### src/design/apf_regs.svh
// Timing counts and flag positions for the amplifier protection controller
`ifndef APF_REGS_SVH
`define APF_REGS_SVH

// ==========================================================
// Clock
`define APF_CLK_HZ 10000000
`define APF_CLK_KHZ 10000

// ==========================================================
// Output short test: typical time per microfarad of filter
`define APF_SHORT_MS_PER_UF 15
`define APF_SHORT_CAP_UF 1
// Two steps share the total time
`define APF_SHORT_STEPS 2
`define APF_SHORT_STEP_CYC ((`APF_SHORT_MS_PER_UF * `APF_CLK_KHZ * \
    `APF_SHORT_CAP_UF) / `APF_SHORT_STEPS)

// ==========================================================
// Overload shutdown after sustained current limiting
`define APF_OLP_US 1700
`define APF_OLP_CYC ((`APF_OLP_US * (`APF_CLK_HZ / 1000000)))

// Cycle current limit flips once every this many frames
`define APF_LIMIT_DIV 3

// Imbalance overload counter ceiling, in frames
`define APF_IMB_MAX 15

// Oscillator stall timeout in system clocks (slave mode)
`define APF_OSC_TIMEOUT_CYC 64

// Least wait after fault falls before the host restarts
`define APF_RESTART_MS 4

// ==========================================================
// Positions in the synchronised flag vector
`define APF_F_ANALOG_OK 0
`define APF_F_STAGE_OK 1
`define APF_F_TEMP_WARN 2
`define APF_F_TEMP_SHUT 3
`define APF_F_SHORT_GND 4
`define APF_F_SHORT_SUP 5
`define APF_F_CLIP 6
`define APF_F_ILIM0 7
`define APF_F_IMB0 9
`define APF_F_OSC 11
`define APF_F_CTL_RESET_N 12
`define APF_F_WIDTH 13

`endif

### src/design/apf_pkg.sv
// Types shared by the amplifier protection controller
package apf_pkg;

    // ==========================================================
    // Global sequencing states
    typedef enum logic [2:0] {
        APF_HELD,
        APF_POR,
        APF_TEST_GND,
        APF_TEST_SUP,
        APF_SHORT_HOLD,
        APF_RUN,
        APF_LATCHED
    } apf_state_t;

    // Which short test step was interrupted
    typedef enum logic {
        APF_STEP_GND,
        APF_STEP_SUP
    } apf_step_t;

endpackage

### src/design/apf_chan_if.sv
// Signals between the sequencer and one output channel monitor
`timescale 1ns/10ps
interface apf_chan_if;
    logic frame;
    logic ilimit;
    logic imbalance;
    logic clear;
    logic flip;
    logic trip;

    modport main (output frame, output ilimit, output imbalance,
        output clear, input flip, input trip);
    modport chan (input frame, input ilimit, input imbalance,
        input clear, output flip, output trip);
endinterface

### src/design/apf_sync.sv
// Two-stage synchroniser for a vector of asynchronous flags
`timescale 1ns/10ps
module apf_sync #(
    parameter int W = 1
) (
    input wire logic clk_sys,
    input wire logic resetn,
    input wire logic [W-1:0] async_in,
    output logic [W-1:0] sync_out
);
    logic [W-1:0] meta_q;
    logic [W-1:0] sync_q;

    // ==========================================================
    // First stage feeds only the second stage
    always_ff @(posedge clk_sys) begin
        if (!resetn) begin
            meta_q <= '0;
            sync_q <= '0;
        end else begin
            meta_q <= async_in;
            sync_q <= meta_q;
        end
    end

    assign sync_out = sync_q;
endmodule // apf_sync

### src/design/apf_chan.sv
// Per-channel current limit, overload and imbalance monitor
`timescale 1ns/10ps
`include "apf_regs.svh"
module apf_chan
    import apf_pkg::*;
#(
    parameter int OLP_CYC = `APF_OLP_CYC,
    parameter int IMB_MAX = `APF_IMB_MAX
) (
    input wire logic clk_sys,
    input wire logic resetn,
    apf_chan_if.chan ch
);
    localparam int OW = $clog2(OLP_CYC + 1);
    localparam int IW = $clog2(IMB_MAX + 1);

    logic [OW-1:0] olp_q, olp_d;
    logic [IW-1:0] imb_q, imb_d;
    logic [1:0] div_q, div_d;
    logic flip_q, flip_d;
    logic trip_q, trip_d;

    // ==========================================================
    // Next values; trip wins over any limiting activity
    always_comb begin
        olp_d = olp_q;
        imb_d = imb_q;
        div_d = div_q;
        flip_d = flip_q;
        trip_d = trip_q;
        if (ch.clear) begin
            olp_d = '0;
            imb_d = '0;
            div_d = '0;
            flip_d = 1'b0;
            trip_d = 1'b0;
        end else begin
            // Limiting flips the bridge every third frame, silently
            if (ch.ilimit && !trip_q) begin
                if (ch.frame) begin
                    if (div_q == 2'(`APF_LIMIT_DIV - 1)) begin
                        div_d = '0;
                        flip_d = !flip_q;
                    end else begin
                        div_d = div_q + 2'd1;
                    end
                end
                if (olp_q != OW'(OLP_CYC)) begin
                    olp_d = olp_q + OW'(1);
                end else begin
                    trip_d = 1'b1;
                end
            end else begin
                // Self clearing once the limit condition drops
                olp_d = '0;
                div_d = '0;
                flip_d = 1'b0;
            end
            // Imbalance walks the counter to its ceiling, then trips
            if (ch.imbalance && ch.frame) begin
                if (imb_q != IW'(IMB_MAX)) begin
                    imb_d = imb_q + IW'(1);
                end else begin
                    trip_d = 1'b1;
                end
            end
        end
    end

    always_ff @(posedge clk_sys) begin
        if (!resetn) begin
            olp_q <= '0;
            imb_q <= '0;
            div_q <= '0;
            flip_q <= 1'b0;
            trip_q <= 1'b0;
        end else begin
            olp_q <= olp_d;
            imb_q <= imb_d;
            div_q <= div_d;
            flip_q <= flip_d;
            trip_q <= trip_d;
        end
    end

    assign ch.flip = flip_q;
    assign ch.trip = trip_q;
endmodule // apf_chan

### src/design/apf_protect.sv
// Fault sequencing and reporting for a two-channel switching output stage
`timescale 1ns/10ps
`include "apf_regs.svh"

module apf_protect
    import apf_pkg::*;
#(
    parameter int SHORT_STEP_CYC = `APF_SHORT_STEP_CYC,
    parameter int OLP_CYC = `APF_OLP_CYC,
    parameter int IMB_MAX = `APF_IMB_MAX,
    parameter int OSC_TIMEOUT_CYC = `APF_OSC_TIMEOUT_CYC
) (
    input wire logic clk_sys,
    input wire logic resetn,
    input wire logic ctl_reset_n,
    input wire logic analog_supply_ok,
    input wire logic stage_supply_ok,
    input wire logic thermal_warning,
    input wire logic thermal_shutdown,
    input wire logic short_gnd_flag,
    input wire logic short_supply_flag,
    input wire logic clip_flag,
    input wire logic [1:0] cycle_current_limit,
    input wire logic [1:0] imbalance_flag,
    input wire logic ext_oscillator_pin,
    input wire logic slave_mode,
    input wire logic paralleled_bridge_config,
    input wire logic pwm_frame,
    output logic fault_n,
    output logic thermal_clip_warning_n,
    output logic [3:0] bridge_hiz,
    output logic [1:0] chan_flip,
    output logic [1:0] overload_shutdown,
    output logic output_short_test,
    output logic undervoltage_guard,
    output logic osc_stalled
);
    // ==========================================================
    // Parameter checks
    localparam int SW = $clog2(SHORT_STEP_CYC + 1);
    localparam int OSW = $clog2(OSC_TIMEOUT_CYC + 1);

    generate
        if (SHORT_STEP_CYC < 1) begin : g_bad_step
            $error("SHORT_STEP_CYC must be at least one");
        end
        if (OLP_CYC < 2) begin : g_bad_olp
            $error("OLP_CYC must be at least two");
        end
        if (IMB_MAX < 1) begin : g_bad_imb
            $error("IMB_MAX must be at least one");
        end
        if (OSC_TIMEOUT_CYC < 4) begin : g_bad_osc
            $error("OSC_TIMEOUT_CYC must be at least four");
        end
    endgenerate

    // ==========================================================
    // Synchronisers for every pin-side flag
    logic [`APF_F_WIDTH-1:0] raw_flags;
    logic [`APF_F_WIDTH-1:0] flags;

    assign raw_flags = {ctl_reset_n, ext_oscillator_pin, imbalance_flag,
        cycle_current_limit, clip_flag, short_supply_flag, short_gnd_flag,
        thermal_shutdown, thermal_warning, stage_supply_ok,
        analog_supply_ok};

    // Comparator flags are asynchronous to the sequencer
    apf_sync #(
        .W(`APF_F_WIDTH)
    ) u_sync (
        .clk_sys(clk_sys),
        .resetn(resetn),
        .async_in(raw_flags),
        .sync_out(flags)
    );

    logic s_analog_ok;
    logic s_stage_ok;
    logic s_temp_warn;
    logic s_temp_shut;
    logic s_short_gnd;
    logic s_short_sup;
    logic s_clip;
    logic s_osc;
    logic s_rst_n;

    assign s_analog_ok = flags[`APF_F_ANALOG_OK];
    assign s_stage_ok = flags[`APF_F_STAGE_OK];
    assign s_temp_warn = flags[`APF_F_TEMP_WARN];
    assign s_temp_shut = flags[`APF_F_TEMP_SHUT];
    assign s_short_gnd = flags[`APF_F_SHORT_GND];
    assign s_short_sup = flags[`APF_F_SHORT_SUP];
    assign s_clip = flags[`APF_F_CLIP];
    assign s_osc = flags[`APF_F_OSC];
    assign s_rst_n = flags[`APF_F_CTL_RESET_N];

    // ==========================================================
    // Oscillator activity watchdog (slave clock mode)
    logic osc_prev_q, osc_prev_d;
    logic [OSW-1:0] osc_cnt_q, osc_cnt_d;
    logic osc_lost;

    // Any edge of the synchronised oscillator restarts the count
    always_comb begin
        osc_prev_d = s_osc;
        osc_cnt_d = osc_cnt_q;
        if (s_osc != osc_prev_q) begin
            osc_cnt_d = '0;
        end else if (osc_cnt_q != OSW'(OSC_TIMEOUT_CYC)) begin
            osc_cnt_d = osc_cnt_q + OSW'(1);
        end
    end

    always_ff @(posedge clk_sys) begin
        if (!resetn) begin
            osc_prev_q <= 1'b0;
            osc_cnt_q <= '0;
        end else begin
            osc_prev_q <= osc_prev_d;
            osc_cnt_q <= osc_cnt_d;
        end
    end

    // Master mode makes its own clock, so a quiet pin means nothing
    assign osc_lost = slave_mode &&
        (osc_cnt_q == OSW'(OSC_TIMEOUT_CYC));

    // ==========================================================
    // Channel monitors
    apf_chan_if ch_if [2] ();
    logic [1:0] trip;
    logic [1:0] flip;
    logic clear_chan;
    apf_state_t state_q, state_d;
    apf_step_t step_q, step_d;
    logic [SW-1:0] timer_q, timer_d;

    // Latched channel faults are dropped only while reset is held
    assign clear_chan = (state_q == APF_HELD);

    genvar gi;
    generate
        for (gi = 0; gi < 2; gi++) begin : g_chan
            assign ch_if[gi].frame = pwm_frame;
            assign ch_if[gi].ilimit = flags[`APF_F_ILIM0 + gi];
            // Imbalance is watched whatever the bridge configuration
            assign ch_if[gi].imbalance = flags[`APF_F_IMB0 + gi];
            assign ch_if[gi].clear = clear_chan;
            assign trip[gi] = ch_if[gi].trip;
            assign flip[gi] = ch_if[gi].flip;

            apf_chan #(
                .OLP_CYC(OLP_CYC),
                .IMB_MAX(IMB_MAX)
            ) u_chan (
                .clk_sys(clk_sys),
                .resetn(resetn),
                .ch(ch_if[gi])
            );
        end
    endgenerate

    // ==========================================================
    // Startup and global fault sequencer
    logic supply_bad;

    assign supply_bad = !s_analog_ok || !s_stage_ok;

    // Timer length per step tracks the filter capacitance parameter
    always_comb begin
        state_d = state_q;
        step_d = step_q;
        timer_d = timer_q;
        if (!s_rst_n) begin
            // Reset low aborts everything and rearms the short test
            state_d = APF_HELD;
            timer_d = '0;
            step_d = APF_STEP_GND;
        end else if (s_temp_shut && state_q != APF_HELD) begin
            state_d = APF_LATCHED;
        end else begin
            unique case (state_q)
                APF_HELD: begin
                    // Reset has gone high: start again from power-on
                    state_d = APF_POR;
                end
                APF_POR: begin
                    if (!supply_bad) begin
                        state_d = APF_TEST_GND;
                        timer_d = '0;
                    end
                end
                APF_TEST_GND: begin
                    if (s_short_gnd) begin
                        state_d = APF_SHORT_HOLD;
                        step_d = APF_STEP_GND;
                    end else if (timer_q == SW'(SHORT_STEP_CYC - 1)) begin
                        state_d = APF_TEST_SUP;
                        timer_d = '0;
                    end else begin
                        timer_d = timer_q + SW'(1);
                    end
                end
                APF_TEST_SUP: begin
                    if (s_short_sup) begin
                        state_d = APF_SHORT_HOLD;
                        step_d = APF_STEP_SUP;
                    end else if (timer_q == SW'(SHORT_STEP_CYC - 1)) begin
                        state_d = APF_RUN;
                        timer_d = '0;
                    end else begin
                        timer_d = timer_q + SW'(1);
                    end
                end
                APF_SHORT_HOLD: begin
                    // Resume the step that found the short, from scratch
                    if (!s_short_gnd && !s_short_sup) begin
                        timer_d = '0;
                        state_d = (step_q == APF_STEP_GND) ?
                            APF_TEST_GND : APF_TEST_SUP;
                    end
                end
                APF_RUN: begin
                    state_d = APF_RUN;
                end
                APF_LATCHED: begin
                    // Only the reset input leaves this state
                    state_d = APF_LATCHED;
                end
            endcase
        end
    end

    always_ff @(posedge clk_sys) begin
        if (!resetn) begin
            state_q <= APF_HELD;
            step_q <= APF_STEP_GND;
            timer_q <= '0;
        end else begin
            state_q <= state_d;
            step_q <= step_d;
            timer_q <= timer_d;
        end
    end

    // ==========================================================
    // Output decisions, registered so pins never glitch
    logic fault_n_q, fault_n_d;
    logic warn_n_q, warn_n_d;
    logic [3:0] hiz_q, hiz_d;
    logic [1:0] flip_q, flip_d;
    logic [1:0] olp_q, olp_d;
    logic test_q, test_d;
    logic uv_q, uv_d;
    logic stall_q, stall_d;
    logic global_off;
    logic startup;
    logic [1:0] chan_off;

    assign startup = (state_q == APF_POR) || (state_q == APF_TEST_GND) ||
        (state_q == APF_TEST_SUP) || (state_q == APF_SHORT_HOLD);

    // Undervoltage is checked live in every state, not only in run
    assign global_off = (state_q != APF_RUN) || supply_bad ||
        osc_lost;

    // A paralleled bridge is one channel, so one trip stops both
    assign chan_off[0] = trip[0] ||
        (paralleled_bridge_config && trip[1]);
    assign chan_off[1] = trip[1] ||
        (paralleled_bridge_config && trip[0]);

    always_comb begin
        hiz_d = {{2{global_off || chan_off[1]}},
            {2{global_off || chan_off[0]}}};
        // Flip only matters on a live bridge
        flip_d = flip & ~chan_off;
        olp_d = trip;
        test_d = (state_q == APF_TEST_GND) || (state_q == APF_TEST_SUP) ||
            (state_q == APF_SHORT_HOLD);
        uv_d = supply_bad;
        stall_d = osc_lost;
        // Warning stays independent of switching state
        warn_n_d = !(s_temp_warn || s_clip);
        if (!s_rst_n || state_q == APF_HELD) begin
            fault_n_d = 1'b1;
        end else begin
            // Stall and current limiting are deliberately not reported
            fault_n_d = !(startup || (state_q == APF_LATCHED) ||
                supply_bad || (|trip));
        end
    end

    always_ff @(posedge clk_sys) begin
        if (!resetn) begin
            fault_n_q <= 1'b1;
            warn_n_q <= 1'b1;
            hiz_q <= 4'hf;
            flip_q <= 2'h0;
            olp_q <= 2'h0;
            test_q <= 1'b0;
            uv_q <= 1'b0;
            stall_q <= 1'b0;
        end else begin
            fault_n_q <= fault_n_d;
            warn_n_q <= warn_n_d;
            hiz_q <= hiz_d;
            flip_q <= flip_d;
            olp_q <= olp_d;
            test_q <= test_d;
            uv_q <= uv_d;
            stall_q <= stall_d;
        end
    end

    assign fault_n = fault_n_q;
    assign thermal_clip_warning_n = warn_n_q;
    assign bridge_hiz = hiz_q;
    assign chan_flip = flip_q;
    assign overload_shutdown = olp_q;
    assign output_short_test = test_q;
    assign undervoltage_guard = uv_q;
    assign osc_stalled = stall_q;
endmodule // apf_protect

### config.mk
export PLATFORM = sky130hd
export DESIGN_NAME = apf_protect
export DESIGN_NICKNAME = d
export VERILOG_FILES = /design/src/design/apf_pkg.sv /design/src/design/apf_chan_if.sv /design/src/design/apf_sync.sv /design/src/design/apf_chan.sv /design/src/design/apf_protect.sv
export VERILOG_INCLUDE_DIRS = /design/src /design/src/design
export SDC_FILE = /design/constraint.sdc
export NUM_CORES = 1
export LEC_CHECK = 0
export ABC_AREA = 0
export BUFFER_PORTS_ARGS = -buffer_cell sky130_fd_sc_hd__buf_2
export CAP_MARGIN = 20
export CELL_PAD_IN_SITES_DETAIL_PLACEMENT = 1
export CELL_PAD_IN_SITES_GLOBAL_PLACEMENT = 2
export CORE_UTILIZATION = 34
export CTS_CLUSTER_SIZE = 25
export DETAILED_ROUTE_END_ITERATION = 7
export PLACE_DENSITY = 0.79
export SYNTH_ARGS = -nofsm -noshare
export SYNTH_HDL_FRONTEND = slang
export SYNTH_SLANG_ARGS = --single-unit
### constraint.sdc
create_clock -name clk_sys -period 1.92 [get_ports clk_sys]
set_input_delay 0.288 -clock clk_sys [delete_from_list [all_inputs] [get_ports clk_sys]]
set_output_delay 0.288 -clock clk_sys [all_outputs]
set_load 0.03 [all_outputs]
Word-level counts from Yosys, hierarchy flattened
Cells that the tools add are included.
{"block": "classes", "n_addsub": 8, "eq_ne": 29, "mux": 28, "bitwise": 7, "reduce_logical": 57}
{"cell": "2-to-1 mux 17 bit", "count": 5}
{"cell": "case mux 17 bit (4 select lines)", "count": 1}
{"cell": "adder 15 x 1 -> 15 bit (second input constant)", "count": 2}
{"cell": "inequality test 15 bit (second input constant)", "count": 2}
{"cell": "2-to-1 mux 3 bit", "count": 7}
{"cell": "case mux 3 bit (7 select lines)", "count": 1}
{"cell": "adder 17 x 1 -> 17 bit (second input constant)", "count": 1}
{"cell": "equality test 17 bit (second input constant)", "count": 1}
{"cell": "logical OR 1 bit", "count": 17}
{"cell": "AND reduction 4 bit", "count": 3}
{"cell": "logical NOT 1 bit", "count": 11}
{"cell": "2-to-1 mux 1 bit", "count": 11}
{"cell": "AND reduction 2 bit", "count": 5}
{"cell": "equality test 3 bit (second input constant)", "count": 3}
{"cell": "logical AND 1 bit", "count": 9}
{"cell": "inequality test 3 bit (second input constant)", "count": 3}
{"cell": "OR reduction 3 bit", "count": 3}
{"cell": "adder 4 x 1 -> 4 bit (second input constant)", "count": 2}
{"cell": "inequality test 2 bit (second input constant)", "count": 4}
{"cell": "inequality test 4 x 3 -> 1 bit (second input constant)", "count": 2}
{"cell": "inequality test 4 bit (second input constant)", "count": 2}
{"cell": "OR reduction 2 bit", "count": 4}
{"cell": "adder 7 x 1 -> 7 bit (second input constant)", "count": 1}
{"cell": "equality test 7 bit (second input constant)", "count": 1}
{"cell": "other kinds (18)", "count": 28}
{"block": "totals", "ff_bits": 113, "in_bits": 18, "out_inout_bits": 13, "wordCells": 155}

Longest topological paths before layout
{"block": "logic_depth", "ltp_word": 8, "depth_mapped": 8, "mapped_depth_nobuf": 7}

Modules after synthesis
A second synthesis with hierarchy kept.
{"block": "unflattened", "hier_cells": 534, "area_unflattened_um2": 4909.7}
{"mod": "apf_chan", "instances": 2, "cells_each": 118, "area_each_um2": 1064.8, "seq_area_each_um2": 460.4}
{"mod": "apf_protect", "instances": 1, "cells_each": 244, "area_each_um2": 2049.5, "seq_area_each_um2": 800.8}
{"mod": "apf_sync", "instances": 1, "cells_each": 54, "area_each_um2": 730.7, "seq_area_each_um2": 520.5}

Least setup slack after synthesis
Ideal clock, no wire load.
{"block": "synth_path", "kind": "register to register", "start": "reg state_q[1]", "end": "reg timer_q[0]", "setup_time_ps": 70, "t_arrival_ps": 1813, "required_time_ps": 1850, "setup_slack_ps": 36, "stages_incl_launch_ff": 8, "path_buffers": 2, "synth_period_minus_slack_ps": 1884, "cell_sequence": "dfxtp_1 -> buf_6 -> nor3b_1 -> and2b_1 -> or4_4 -> buf_6 -> or4_1 -> a21oi_1"}
{"block": "synth_between", "elab_chain_len": 4, "elab_cells_between_ends": 14, "classes_between": "eq/ne (8); mux (1); bitwise (1); reduce/logical (4)"}
{"element": "start: declaration", "line": "apf_protect.sv:135", "text": "apf_state_t state_q, state_d;"}
{"element": "start signal: assignment", "line": "apf_protect.sv:241", "text": "state_q <= state_d;"}
{"element": "branches (longest 4 deep; another with AND reduction 6 bit)"}
{"element": "end signal: assignment", "line": "apf_protect.sv:243", "text": "timer_q <= timer_d;"}
{"element": "end: declaration", "line": "apf_protect.sv:137", "text": "logic [SW-1:0] timer_q, timer_d;"}
Parallel ways; which one is timed is not known.
A chain may end at the register's enable or synchronous reset.

Worst setup path in the final report
{"block": "layout_path", "start": "reg timer_q[9]", "end": "reg state_q[0]"}
{"block": "layout_between", "elab_chain_len": 3, "elab_cells_between_ends": 4, "classes_between": "eq/ne (3); reduce/logical (1)"}
{"element": "equality test 17 bit (*)", "line": "apf_protect.sv:198, apf_protect.sv:209"}
{"element": "inequality test 3 x 2 -> 1 bit (no source line)"}
{"element": "AND reduction 4 bit (no source line) (*)"}
Mark *: on every way between the ends. The rest lies on a longest branch, timed or not.

==> metrics.md <==
| Metric | Value |
|---|---|
| CP endpoint kind | `flip-flop` |
| Min-Delay Path Class | `primary input to flip-flop` |
| Routed via count | `3,909` |
| Ys flop type | `dfxtp_1` |
| Switching part of the total | `20.81%` |
| Clk sink count | `112` |
| Worst slew margin | `66.42%` |
| Yosys top cell area share | `47.55%` |
| Synth area leaders | `dfxtp_1 48%, nor2_1 5.6%, and2_1 4.5%, nand2_1 3.7%, xnor2_1 3.7%` |
| PnR worst setup slack | `3.820 ps` |
| Area delta synth->final | `20.54%` |
| GR Util All Layers | `17.34%` |
| Worst R2R Start | `timer_q[9]` |
| HPWL after detailed placement | `8.139 mm` |
| Psw | `932.9 µW` |
| Worst slew pin tran | `500.6 ps` |
| Ant. Diodes | `0` |
| Die Y-Extent | `119.8 µm` |
| RSZ-0062 raised after global routing | `yes` |
| CTS tree | `built` |
| Mapped Cells | `534` |
| Filler instances | `1,600` |
| Power share of the combinational group | `3.3%` |
| Syn. warnings | `0` |
| Die width | `119.8 µm` |
| Clk buf depth | `2` |
| Post-layout nets | `616` |
| Pre-antenna DRT Iters | `4` |
| Unique cell type count in the Yosys netlist | `52` |
| FF+latch area | `0.002248 mm²` |
| Worst Clk Skew | `6.914 ps` |
| Worst setup path end | `state_q[0]` |
| Core area | `0.01340 mm²` |
| Sequential power share | `53.0%` |
| Final worst-path cycle share | `99.80%` |
| I/O pin count | `31` |
| DP Cell Count | `749` |
| R2R depth | `7` |
| DRT antenna net count | `0` |
| Clock period minus worst slack | `1916 ps` |
| Pin count of the biggest net entering global routing | `26` |
| Maximum vdd drop | `0.0004838 V` |
| # Max-Cap Violations | `0` |
| Clock power frac | `43.7%` |
| Fin cells | `767` |
| Clk slew on worst S/H paths | `70 ps` |
| CTS Root Cell | `clkbuf_16` |
| Pint | `3549 µW` |
| Most frequent cells in the layout | `107 x dfxtp_1, 68 x nor2_1, 46 x nand2_1` |
| Power Density | `788.5 mW/mm²` |
| CP Class | `flip-flop to flip-flop` |
| RR Endpoint | `state_q[0]` |
| # rows | `42` |
| Final Slew Violations | `0` |
| Average routed wire per standard cell | `15.07 µm` |
| Vias in the first global route | `4,121` |
| Final setup fails | `0` |
| CP Data Arrival Time | `2140 ps` |
| Register bit total from synthesis | `112` |
| # port buffers | `30` |
| H-tree depth | `3` |
| CP Max Fanout | `2` |
| # DRC | `0` |
| Share of cells above drive strength 1 | `19.12%` |
| Critical Path RT | `2140 ps` |
| R2R Setup Slk | `4 ps` |
| DR iter-0 viols | `157` |
| Syn avg cell area | `8.831 µm²` |
| Setup crit start kind | `flip-flop` |
| Initial antenna violation count | `0` |
| Drt total wl | `11.56 mm` |
| Hold depth | `2` |
| Fmax | `521.9 MHz` |
| Synthesized Nets | `561` |
| Leakage | `0.002046 µW` |
| Multi-input gate area | `0.002390 mm²` |
| Vias per std cell | `5.096` |
| Clock latency on the worst-skew pair | `350 ps` |
| Initial Util | `35.19%` |
| Status | `completed` |
| Final-report hold violation count | `0` |
| Die footprint | `0.01434 mm²` |
| Register area share after synthesis | `47.55%` |
| Num CTS Buffers | `9` |
| Most common cell after layout, fill and taps aside | `dfxtp_1` |
| Wire length of the first global-routing pass | `19.78 mm` |
| Asr flop ratio synth | `0%` |
| Synth Cell Area | `0.004716 mm²` |
| Post-place setup slack | `-119.2 ps` |
| Area leader, netlist | `dfxtp_1` |
| Total gr overflow | `0` |
| EDFF count, synth | `0` |
| CP startpoint | `timer_q[9]` |
| Placer Congestion | `0.8211` |
per-stage QoR:
step / total power [µW] / utilization (%) / hold WS, ps / area (µm²) / TNS [ps]
6_report: 4482 / 42.42 / 136.4 / 5684 / 0
4_1_cts: 4540 / 41.76 / 126.9 / 5597 / -88.02
5_1_grt: 4654 / 42.42 / 136.1 / 5684 / -378.6
2_1_floorplan: 2512 / - / 388.2 / 4716 / 0
3_5_place_dp: 2570 / 39.03 / 412.2 / 5230 / -179.7
3_3_place_gp: 2563 / 39.03 / 392.5 / 5230 / 0
synth_stat cells, types with 4 or more instances:
| cell type | number |
|---|---|
| dfxtp_1 | 112 |
| a21oi_1 | 30 |
| nand4_1 | 13 |
| nor3_1 | 10 |
| nand2_1 | 47 |
| nor4_1 | 5 |
| xor2_1 | 19 |
| or3_1 | 13 |
| clkbuf_1 | 14 |
| o21ai_0 | 6 |
| nand3_1 | 26 |
| o22ai_1 | 12 |
| nand3b_1 | 5 |
| ha_1 | 9 |
| xnor2_1 | 20 |
| and4_1 | 4 |
| mux2i_1 | 5 |
| buf_2 | 4 |
| and3_1 | 11 |
| nor2_1 | 70 |
| inv_1 | 16 |
| and2_1 | 34 |
final cells by class:
class                      instances  share of cell area (%)
clock buffer                      10                   4.028
clock inverter                     3                   1.211
inverter                          16                   1.057
multi-input combinational        383                   42.04
sequential                       112                   39.56
tap                              176                   3.874
timing repair buffer              67                   8.232
kinds of logic (layout without fill, tap and decap cells):
family / Yosys count / in the layout / synth area share, %
DFF: 112 / 112 / 47.55
xor gates and xnor gates: 39 / 39 / 7.243
buffers and inverters: 39 / 96 / 3.847
adders and majority gates: 9 / 9 / 2.388
muxes: 6 / 6 / 1.300
and+or+nand+nor: 262 / 262 / 29.03
AOI/OAI and AO/OA: 67 / 67 / 8.650
metal layers:
metal / track usage [%] / routed length (µm) / part of all wire [%]
met5: 0 / 0 / 0
met4: 5.078 / 116 / 1.0
met3: 4.515 / 364 / 3.1
met2: 29.44 / 5688 / 49
met1: 21.48 / 5387 / 47
flip-flops by register name (all words and copies together), names as in the netlist, 2 cells and up:
| register | count |
|---|---|
| g_chan.u_chan.olp_q | 30 |
| g_chan.u_chan.ch.trip | 2 |
| chan_flip | 2 |
| g_chan.u_chan.div_q | 4 |
| state_q | 3 |
| u_sync.sync_out | 13 |
| bridge_hiz | 2 |
| g_chan.u_chan.ch.flip | 2 |
| overload_shutdown | 2 |
| timer_q | 17 |
| u_sync.meta_q | 13 |
| osc_cnt_q | 7 |
| g_chan.u_chan.imb_q | 8 |
how the worst min path moves through the flow:
stage	slack, ps	startpoint	end
final	140	thermal_shutdown	u_sync.meta_q[3]
after global placement	390	u_sync.sync_out[2]	thermal_clip_warning_n
after floorplan	390	u_sync.sync_out[2]	thermal_clip_warning_n
after global routing	140	thermal_shutdown	u_sync.meta_q[3]
after CTS	130	imbalance_flag[0]	u_sync.meta_q[9]
after detailed placement	410	u_sync.sync_out[2]	thermal_clip_warning_n
worst max-delay path, stage by stage (launching register included):
cell and delay, ps:
dfxtp_2 330, or4b_4 560, nor4_4 300, buf_4 150
nand3b_1 130, buf_4 130, buf_4 100, a311oi_2 80
what timing repair did:
action / 4_1_cts / 5_1_grt
gates resized for setup: 11 / 23
buffers inserted: 3 / 1
setup endpoints to repair: 10 / 20
cloned: 1 / 0
hold buffers: 0 / 0
pin swaps: 4 / 4
power groups by stage:
stage / Clock, µW / Sequential (µW) / Combinational, µW
2_1_floorplan: 0 / 2430 / 84.9
3_3_place_gp: 0 / 2430 / 138
3_5_place_dp: 0 / 2430 / 143
4_1_cts: 2020 / 2370 / 146
5_1_grt: 2110 / 2380 / 169
6_report: 1960 / 2370 / 149
No activity file was read; power rests on OpenSTA's default activity.
